## src/scs_chan_status_map.vh

```
// scs_chan_status_map.vh: offsets, field positions and reset values of the
// receiver channel-status registers.
// assumes inclusion by the register bank and its bit collector only.
`ifndef SCS_CHAN_STATUS_MAP_VH
`define SCS_CHAN_STATUS_MAP_VH

`define SCS_ADDR_W            7
`define SCS_OFF_SOURCE        7'h2e
`define SCS_OFF_RATE          7'h2f
`define SCS_OFF_WORDLEN       7'h30

`define SCS_CS_FIRST_BIT      16
`define SCS_CS_LAST_BIT       39
`define SCS_CS_BLOCK_FRAMES   192
`define SCS_FRAME_CNT_W       8

`define SCS_SOURCE_NUMBER_LSB 0
`define SCS_FIRST_CHAN_LSB    4
`define SCS_SECOND_CHAN_LSB   6
`define SCS_RATE_CODE_LSB     0
`define SCS_ACCURACY_LSB      4
`define SCS_MAX_LENGTH_LSB    0
`define SCS_LENGTH_CODE_LSB   1
`define SCS_ORIG_RATE_LSB     4

`define SCS_CS_SOURCE_BIT     16
`define SCS_CS_FIRST_CHAN_BIT 20
`define SCS_CS_SECOND_CHAN_BIT 22
`define SCS_CS_RATE_BIT       24
`define SCS_CS_ACCURACY_BIT   28
`define SCS_CS_LENGTH_BIT     32
`define SCS_CS_ORIG_RATE_BIT  36

`define SCS_ACCURACY_MISMATCH 2'h3
`define SCS_REG_RESET         8'h00

`endif

```

## src/scs_chan_status_regs.v

```verilog
// scs_chan_status_regs.v: three read-only channel-status registers of the
// receiver plus the status update flag.
// assumes recovered subframe strobes and a read port from the serial
// control interface, all synchronous to clk.
//
// Function
// - source number bits 19:16 to reg bits 3:0
// - first subframe channel bits 21:20 to 5:4
// - second subframe channel bits 23:22 to 7:6
// - rate code bits 27:24 raw in 3:0
// - clock accuracy bits 29:28 into 5:4
// - accuracy code 11 flags rate mismatch
// - capture status from first channel only
// - update flag set on store, cleared by a read of a mapped register, store wins
`timescale 1ns/1ps
`include "scs_chan_status_map.vh"

module scs_chan_status_regs (
   clk,
   reset_n,
   subframeStrobe,
   subframeIsFirst,
   blockStart,
   channelBit,
   regAddr,
   regRead,
   regReadData,
   statusUpdateFlag,
   rateMismatch
);
   input                      clk;
   input                      reset_n;
   input                      subframeStrobe;
   input                      subframeIsFirst;
   input                      blockStart;
   input                      channelBit;
   input  [`SCS_ADDR_W-1:0]   regAddr;
   input                      regRead;
   output [7:0]               regReadData;
   output                     statusUpdateFlag;
   output                     rateMismatch;

   reg    [7:0]               regReadData;
   reg                        statusUpdateFlag;
   reg                        rateMismatch;
   reg    [7:0]               sourceChannelStatus;
   reg    [7:0]               rateAccuracyStatus;
   reg    [7:0]               wordLengthStatus;
   reg    [7:0]               next_sourceChannelStatus;
   reg    [7:0]               next_rateAccuracyStatus;
   reg    [7:0]               next_wordLengthStatus;
   reg                        next_rateMismatch;
   reg                        next_statusUpdateFlag;
   reg    [7:0]               next_readData;
   wire   [23:0]              blockBits;
   wire                       blockDone;
   wire                       csRead;
   wire   [3:0]               sourceNibble;
   wire   [3:0]               firstChanNibble;
   wire   [3:0]               secondChanNibble;
   wire   [3:0]               rateNibble;
   wire   [3:0]               accuracyNibble;
   wire   [3:0]               lengthNibble;
   wire   [3:0]               origRateNibble;
   wire   [3:0]               sourceNumber;
   wire   [1:0]               firstSubframeChannel;
   wire   [1:0]               secondSubframeChannel;
   wire   [3:0]               indicatedRateCode;
   wire   [1:0]               clockAccuracyLevel;
   wire                       maxSampleLength;
   wire   [2:0]               sampleLengthCode;
   wire   [3:0]               originalRateCode;

   // four status bits starting at channel-status bit csBit;
   // blockBits[0] holds channel-status bit 16
   function [3:0] fieldAt;
      input [23:0] bits;
      input integer csBit;
      reg   [23:0] shifted;
      begin
         shifted = bits >> (csBit - `SCS_CS_FIRST_BIT);
         fieldAt = shifted[3:0];
      end
   endfunction

   function isStatusAddr;
      input [`SCS_ADDR_W-1:0] addr;
      begin
         isStatusAddr = (addr == `SCS_OFF_SOURCE) |
                        (addr == `SCS_OFF_RATE) |
                        (addr == `SCS_OFF_WORDLEN);
      end
   endfunction

   scs_cs_collect u_collect (
      .clk             (clk),
      .reset_n         (reset_n),
      .subframeStrobe  (subframeStrobe),
      .subframeIsFirst (subframeIsFirst),
      .blockStart      (blockStart),
      .channelBit      (channelBit),
      .blockBits       (blockBits),
      .blockDone       (blockDone)
   );

   assign sourceNibble     = fieldAt(blockBits, `SCS_CS_SOURCE_BIT);
   assign firstChanNibble  = fieldAt(blockBits, `SCS_CS_FIRST_CHAN_BIT);
   assign secondChanNibble = fieldAt(blockBits, `SCS_CS_SECOND_CHAN_BIT);
   assign rateNibble       = fieldAt(blockBits, `SCS_CS_RATE_BIT);
   assign accuracyNibble   = fieldAt(blockBits, `SCS_CS_ACCURACY_BIT);
   assign lengthNibble     = fieldAt(blockBits, `SCS_CS_LENGTH_BIT);
   assign origRateNibble   = fieldAt(blockBits, `SCS_CS_ORIG_RATE_BIT);

   assign sourceNumber          = sourceNibble;
   assign firstSubframeChannel  = firstChanNibble[1:0];
   assign secondSubframeChannel = secondChanNibble[1:0];
   assign indicatedRateCode     = rateNibble;
   assign clockAccuracyLevel    = accuracyNibble[1:0];
   // fields kept raw: the source sets them to its real length
   assign maxSampleLength       = lengthNibble[0];
   assign sampleLengthCode      = lengthNibble[3:1];
   assign originalRateCode      = origRateNibble;

   // only a read of a mapped register acknowledges the update
   assign csRead = regRead & isStatusAddr(regAddr);

   // registers only move when a whole first-channel block is
   always @* begin
      next_sourceChannelStatus = sourceChannelStatus;
      next_rateAccuracyStatus  = rateAccuracyStatus;
      next_wordLengthStatus    = wordLengthStatus;
      next_rateMismatch        = rateMismatch;
      if (blockDone) begin
         next_sourceChannelStatus = {secondSubframeChannel,
                                     firstSubframeChannel,
                                     sourceNumber};
         next_rateAccuracyStatus  = {2'h0,
                                     clockAccuracyLevel,
                                     indicatedRateCode};
         next_wordLengthStatus    = {originalRateCode,
                                     sampleLengthCode,
                                     maxSampleLength};
         next_rateMismatch        = (clockAccuracyLevel ==
                                     `SCS_ACCURACY_MISMATCH);
      end
   end

   // a store in the same cycle as a read wins, so no update is lost
   always @* begin
      next_statusUpdateFlag = statusUpdateFlag;
      if (blockDone)
         next_statusUpdateFlag = 1'b1;
      else if (csRead)
         next_statusUpdateFlag = 1'b0;
   end

   // unmapped addresses read as zero and leave the flag alone
   always @* begin
      next_readData = regReadData;
      if (regRead) begin
         if (isStatusAddr(regAddr)) begin
            case (regAddr)
               `SCS_OFF_SOURCE:  next_readData = sourceChannelStatus;
               `SCS_OFF_RATE:    next_readData = rateAccuracyStatus;
               `SCS_OFF_WORDLEN: next_readData = wordLengthStatus;
               default:          next_readData = 8'h00;
            endcase
         end else begin
            next_readData = 8'h00;
         end
      end
   end

   always @(posedge clk) begin
      if (!reset_n)
         sourceChannelStatus <= `SCS_REG_RESET;
      else
         sourceChannelStatus <= next_sourceChannelStatus;
   end

   always @(posedge clk) begin
      if (!reset_n)
         rateAccuracyStatus <= `SCS_REG_RESET;
      else
         rateAccuracyStatus <= next_rateAccuracyStatus;
   end

   always @(posedge clk) begin
      if (!reset_n)
         wordLengthStatus <= `SCS_REG_RESET;
      else
         wordLengthStatus <= next_wordLengthStatus;
   end

   always @(posedge clk) begin
      if (!reset_n)
         rateMismatch <= 1'b0;
      else
         rateMismatch <= next_rateMismatch;
   end

   always @(posedge clk) begin
      if (!reset_n)
         statusUpdateFlag <= 1'b0;
      else
         statusUpdateFlag <= next_statusUpdateFlag;
   end

   // read data holds between reads so a slow host can fetch it late
   always @(posedge clk) begin
      if (!reset_n)
         regReadData <= 8'h00;
      else
         regReadData <= next_readData;
   end
endmodule // scs_chan_status_regs

```

## src/scs_cs_collect.v

```verilog
// scs_cs_collect.v: gathers channel-status bits 16..39 of the first subframe
// over one 192-frame block and pulses when a block whose start was seen ends.
// assumes one channel bit per subframe strobe, block start flagged on frame 0.
`timescale 1ns/1ps
`include "scs_chan_status_map.vh"

module scs_cs_collect (
   clk,
   reset_n,
   subframeStrobe,
   subframeIsFirst,
   blockStart,
   channelBit,
   blockBits,
   blockDone
);
   input         clk;
   input         reset_n;
   input         subframeStrobe;
   input         subframeIsFirst;
   input         blockStart;
   input         channelBit;
   output [23:0] blockBits;
   output        blockDone;

   reg    [23:0] blockBits;
   reg           blockDone;
   reg    [23:0] shiftBits;
   reg    [`SCS_FRAME_CNT_W-1:0] frameIdx;
   reg           inBlock;

   wire          firstTake = subframeStrobe & subframeIsFirst;
   wire   [`SCS_FRAME_CNT_W-1:0] idx = blockStart ?
                                  {`SCS_FRAME_CNT_W{1'b0}} : frameIdx;

   always @(posedge clk) begin
      if (!reset_n) begin
         blockBits <= 24'h0000;
         blockDone <= 1'b0;
         shiftBits <= 24'h0000;
         frameIdx  <= {`SCS_FRAME_CNT_W{1'b0}};
         inBlock   <= 1'b0;
      end else begin
         blockDone <= 1'b0;
         if (firstTake) begin
            if (blockStart)
               inBlock <= 1'b1;
            if (idx >= `SCS_CS_FIRST_BIT && idx <= `SCS_CS_LAST_BIT)
               shiftBits <= {channelBit, shiftBits[23:1]};
            // a block is only published if its start was seen
            if (idx == `SCS_CS_BLOCK_FRAMES - 1) begin
               frameIdx <= {`SCS_FRAME_CNT_W{1'b0}};
               if (inBlock | blockStart) begin
                  blockBits <= shiftBits;
                  blockDone <= 1'b1;
               end
               inBlock <= 1'b0;
            end else begin
               frameIdx <= idx + 1'b1;
            end
         end
      end
   end
endmodule // scs_cs_collect

```

## config.mk

```make
export PLATFORM = sky130hd
export DESIGN_NAME = scs_chan_status_regs
export DESIGN_NICKNAME = d
export VERILOG_FILES = /design/src/scs_chan_status_regs.v /design/src/scs_cs_collect.v
export VERILOG_INCLUDE_DIRS = /design/src /design/src/src
export SDC_FILE = /design/constraint.sdc
export NUM_CORES = 1
export LEC_CHECK = 0
export BUFFER_PORTS_ARGS = -buffer_cell sky130_fd_sc_hd__buf_2
export CORE_UTILIZATION = 35
export CTS_CLUSTER_DIAMETER = 80
export DETAILED_ROUTE_END_ITERATION = 16
export SETUP_SLACK_MARGIN = 0.15
export SYNTH_ARGS = -nofsm -noshare
export SYNTH_HDL_FRONTEND = slang
export SYNTH_HIERARCHICAL = 1
export SYNTH_SLANG_ARGS = --single-unit
```

## constraint.sdc

```tcl
create_clock -name clk -period 2.8 [get_ports clk]
set_input_delay 0.14 -clock clk [delete_from_list [all_inputs] [get_ports clk]]
set_output_delay 0.14 -clock clk [all_outputs]
set_load 0.01 [all_outputs]
```

==> run_summary.xml <==
<?xml version="1.0" encoding="UTF-8"?>
<metrics>
  <group name="placed_design">
    <metric name="dp_worst_setup_slack" unit="ns">0.894</metric>
    <metric name="buffer_ports.inserted" unit="">23</metric>
    <metric name="gp_congestion" unit="">0.771</metric>
    <metric name="post-dp-hpwl" unit="um">4540</metric>
    <metric name="place_area" unit="um2">3840</metric>
  </group>
  <group name="clocking">
    <metric name="clkSinkCount" unit="">88</metric>
    <metric name="htree_num_levels" unit="">3</metric>
    <metric name="cts_setup_buffers" unit="">0</metric>
    <metric name="cts-resized-gates" unit="">0</metric>
    <metric name="cts_max_path_buffers" unit="">2</metric>
    <metric name="hold_fix_buffer_count_after_cts" unit="">0</metric>
    <metric name="clock_insertion_delay_worst_skew" unit="ns">0.36</metric>
    <metric name="clk_transition_reported_paths" unit="ns">0.10</metric>
    <metric name="clk_root_buffer_cell" unit="">sky130_fd_sc_hd__clkbuf_8</metric>
    <metric name="cts_made_buffers" unit="">9</metric>
    <metric name="tritoncts" unit="">done</metric>
  </group>
  <group name="global_route">
    <metric name="first_pass_grt_wire_length" unit="um">11700</metric>
    <metric name="grt_max_degree" unit="">53</metric>
    <metric name="grt_antenna_before_repair" unit="">0</metric>
    <metric name="grt.met1_usage" unit="%">17.5</metric>
    <metric name="grt_usage" unit="%">13.5</metric>
    <metric name="gr-usage-met2" unit="%">21.3</metric>
    <metric name="grt_overflow_total" unit="">0</metric>
    <metric name="vias_in_the_first_global_route" unit="">2433</metric>
    <metric name="met3_usage" unit="%">2.81</metric>
    <metric name="grt_busiest_layer" unit="">met2</metric>
  </group>
  <group name="routing">
    <metric name="routed_wire_length_per_instance" unit="um">13.0</metric>
    <metric name="post_drt_via_cell_ratio" unit="">5.03</metric>
    <metric name="post-route-drc-count" unit="">0</metric>
    <metric name="drt_first_iter_violations" unit="">108</metric>
    <metric name="iteration_count_of_the_initial_detailed_routing_pass" unit="">4</metric>
    <metric name="vias" unit="">2667</metric>
    <metric name="route.antenna.remaining_nets" unit="">0</metric>
    <metric name="totalWireLength" unit="um">6900</metric>
  </group>
  <group name="floorplanning">
    <metric name="start_util" unit="%">35.8</metric>
    <metric name="die_h" unit="um">105</metric>
    <metric name="placement_rows" unit="">37</metric>
    <metric name="placeableCoreArea" unit="um2">10300</metric>
    <metric name="die_area" unit="um2">10900</metric>
    <metric name="dieWidth" unit="um">105</metric>
    <metric name="top_level_ports" unit="">24</metric>
  </group>
  <group name="timing">
    <metric name="totalNegativeSetupSlack" unit="ns">0</metric>
    <metric name="timing.fmax" unit="MHz">518</metric>
    <metric name="slew_headroom" unit="%">58.7</metric>
    <metric name="final.min_clock_period" unit="ns">1.93</metric>
    <metric name="fin_worst_hold_slack" unit="ns">0.0181</metric>
    <metric name="fin_ws" unit="ns">0.870</metric>
    <metric name="finalHoldViolations" unit="">0</metric>
    <metric name="max_slew.worst_pin.slew" unit="ns">0.619</metric>
    <metric name="slew_violations" unit="">0</metric>
    <metric name="period_share" unit="%">68.9</metric>
    <metric name="fin_skew" unit="ns">0.0153</metric>
    <metric name="finalSetupViolations" unit="">0</metric>
    <metric name="rsz_0062_raised_after_global_routing" unit="">no</metric>
  </group>
  <group name="synth">
    <metric name="syn_nets" unit="">397</metric>
    <metric name="synthesis.area" unit="um2">3680</metric>
    <metric name="avgSynthCellArea" unit="um2">9.66</metric>
    <metric name="yosysWarningCount" unit="">6</metric>
    <metric name="synthCells" unit="">381</metric>
  </group>
  <group name="critical_path">
    <metric name="critPathMaxFanout" unit="">48</metric>
    <metric name="critical_path_start_end_classification" unit="">reg2reg</metric>
    <metric name="critical_path.cell_chain" unit="">or3b_1 -&gt; a211oi_4 -&gt; buf_4 -&gt; nand3_1 -&gt; o21ai_0</metric>
    <metric name="reg2reg_depth" unit="">5</metric>
    <metric name="crit_path_end_kind" unit="">flip-flop</metric>
    <metric name="cp_slowest_cell" unit="">sky130_fd_sc_hd__buf_4</metric>
    <metric name="timing.critical_path.required" unit="ns">3.08</metric>
    <metric name="worst_path_largest_cell_delay" unit="ns">0.54</metric>
    <metric name="worst_setup_path_start_kind" unit="">flip-flop</metric>
    <metric name="arrival" unit="ns">2.21</metric>
  </group>
  <group name="final_layout">
    <metric name="multi_input_comb_area" unit="um2">1730</metric>
    <metric name="finalNetCount" unit="">405</metric>
    <metric name="layout_common_cells" unit="">88 x sky130_fd_sc_hd__dfxtp_1, 37 x sky130_fd_sc_hd__nand3_1, 36 x sky130_fd_sc_hd__nand2_1</metric>
    <metric name="drive_above_1_share" unit="%">20.3</metric>
    <metric name="post-route-cell-area" unit="um2">4050</metric>
    <metric name="antenna_cells_inserted" unit="">0</metric>
    <metric name="regArea" unit="um2">1760</metric>
    <metric name="areaGrowthSynthToFinish" unit="%">9.89</metric>
    <metric name="nFillCells" unit="">1023</metric>
    <metric name="layout_commonest_cell" unit="">sky130_fd_sc_hd__dfxtp_1</metric>
  </group>
  <group name="power">
    <metric name="power.ir.vdd_worst" unit="mV">0.187</metric>
    <metric name="pwr-share-seq" unit="%">56.3</metric>
    <metric name="leakagePower" unit="nW">1.33</metric>
    <metric name="power_switching_share" unit="%">23.0</metric>
    <metric name="internal_power" unit="W">0.00172</metric>
    <metric name="clockPowerShare" unit="%">40.4</metric>
    <metric name="cellPowerDensity" unit="nW/um2">551</metric>
    <metric name="p_total" unit="W">0.00223</metric>
    <metric name="share_comb_of_total_power" unit="%">3.4</metric>
    <metric name="netSwitchingPower" unit="W">0.000512</metric>
  </group>
  <group name="outcome">
    <metric name="run_status" unit="">complete, no violations</metric>
  </group>
  <group name="hold_path">
    <metric name="min_path_cells" unit="">3</metric>
    <metric name="holdCritPathClass" unit="">in2reg</metric>
  </group>
  <group name="job">
    <metric name="max_cap_violations" unit="">0</metric>
  </group>
</metrics>
==> per-layer routing <==
layer / wire length, um / vias to the layer above
met1: 3480 / 1224
met4: 123 / 0
met2: 3080 / 52
met5: 0 / -
li1: - / 1378
met3: 211 / 13
==> worst paths after layout <==
check | startpoint | to | slack (ns)
max | u_collect/frameIdx[5]$_SDFFE_PN0P_ | u_collect/shiftBits[6]$_SDFFE_PN0P_ | 0.87
min | channelBit | u_collect/shiftBits[23]$_SDFFE_PN0P_ | 0.02
max reg2reg | u_collect/frameIdx[5]$_SDFFE_PN0P_ | u_collect/shiftBits[6]$_SDFFE_PN0P_ | 0.87
min reg2reg | u_collect/shiftBits[11]$_SDFFE_PN0P_ | u_collect/shiftBits[10]$_SDFFE_PN0P_ | 0.45
==> layout make-up <==
cell class,count,share of cell area [%]
clock buffers,10,3.40
clock inverters,6,1.67
inverters,6,0.557
multi-input cells,257,42.7
flip-flops and latches,88,43.6
well taps,136,4.21
repair buffers,27,3.96
==> power groups by stage <==
stage	Sequential, W	Combinational (W)	Clock, W
after floorplan	0.00128	0.0000535	0
after global placement	0.00128	0.0000736	0
after detailed placement	0.00128	0.0000750	0
after CTS	0.00125	0.0000753	0.000928
after global routing	0.00125	0.0000817	0.000984
final	0.00125	0.0000753	0.000899
==> sequential cells by signal, summed over array words and instances, names as in the netlist, 6 cells and up <==
| signal | cells |
|---|---|
| u_collect/frameIdx | 8 |
| rateAccuracyStatus | 6 |
| regReadData | 8 |
| sourceChannelStatus | 8 |
| wordLengthStatus | 8 |
| u_collect/blockBits | 22 |
| u_collect/shiftBits | 24 |
==> critical path, delay by kind of cell (launching register included) <==
family          cells  cell delay, ns
flops               1            0.42
buf+inv             1            0.54
simple gates        2            0.56
compound gates      2            0.31
==> stage by stage <==
stage | cells | util (%)
4_1_cts | 530 | 39.4
2_1_floorplan | 381 | -
5_1_grt | 530 | 39.4
6_report | 530 | 39.4
3_5_place_dp | 514 | 37.4
3_3_place_gp | 514 | 37.4
No activity file was read; power rests on OpenSTA's default activity.
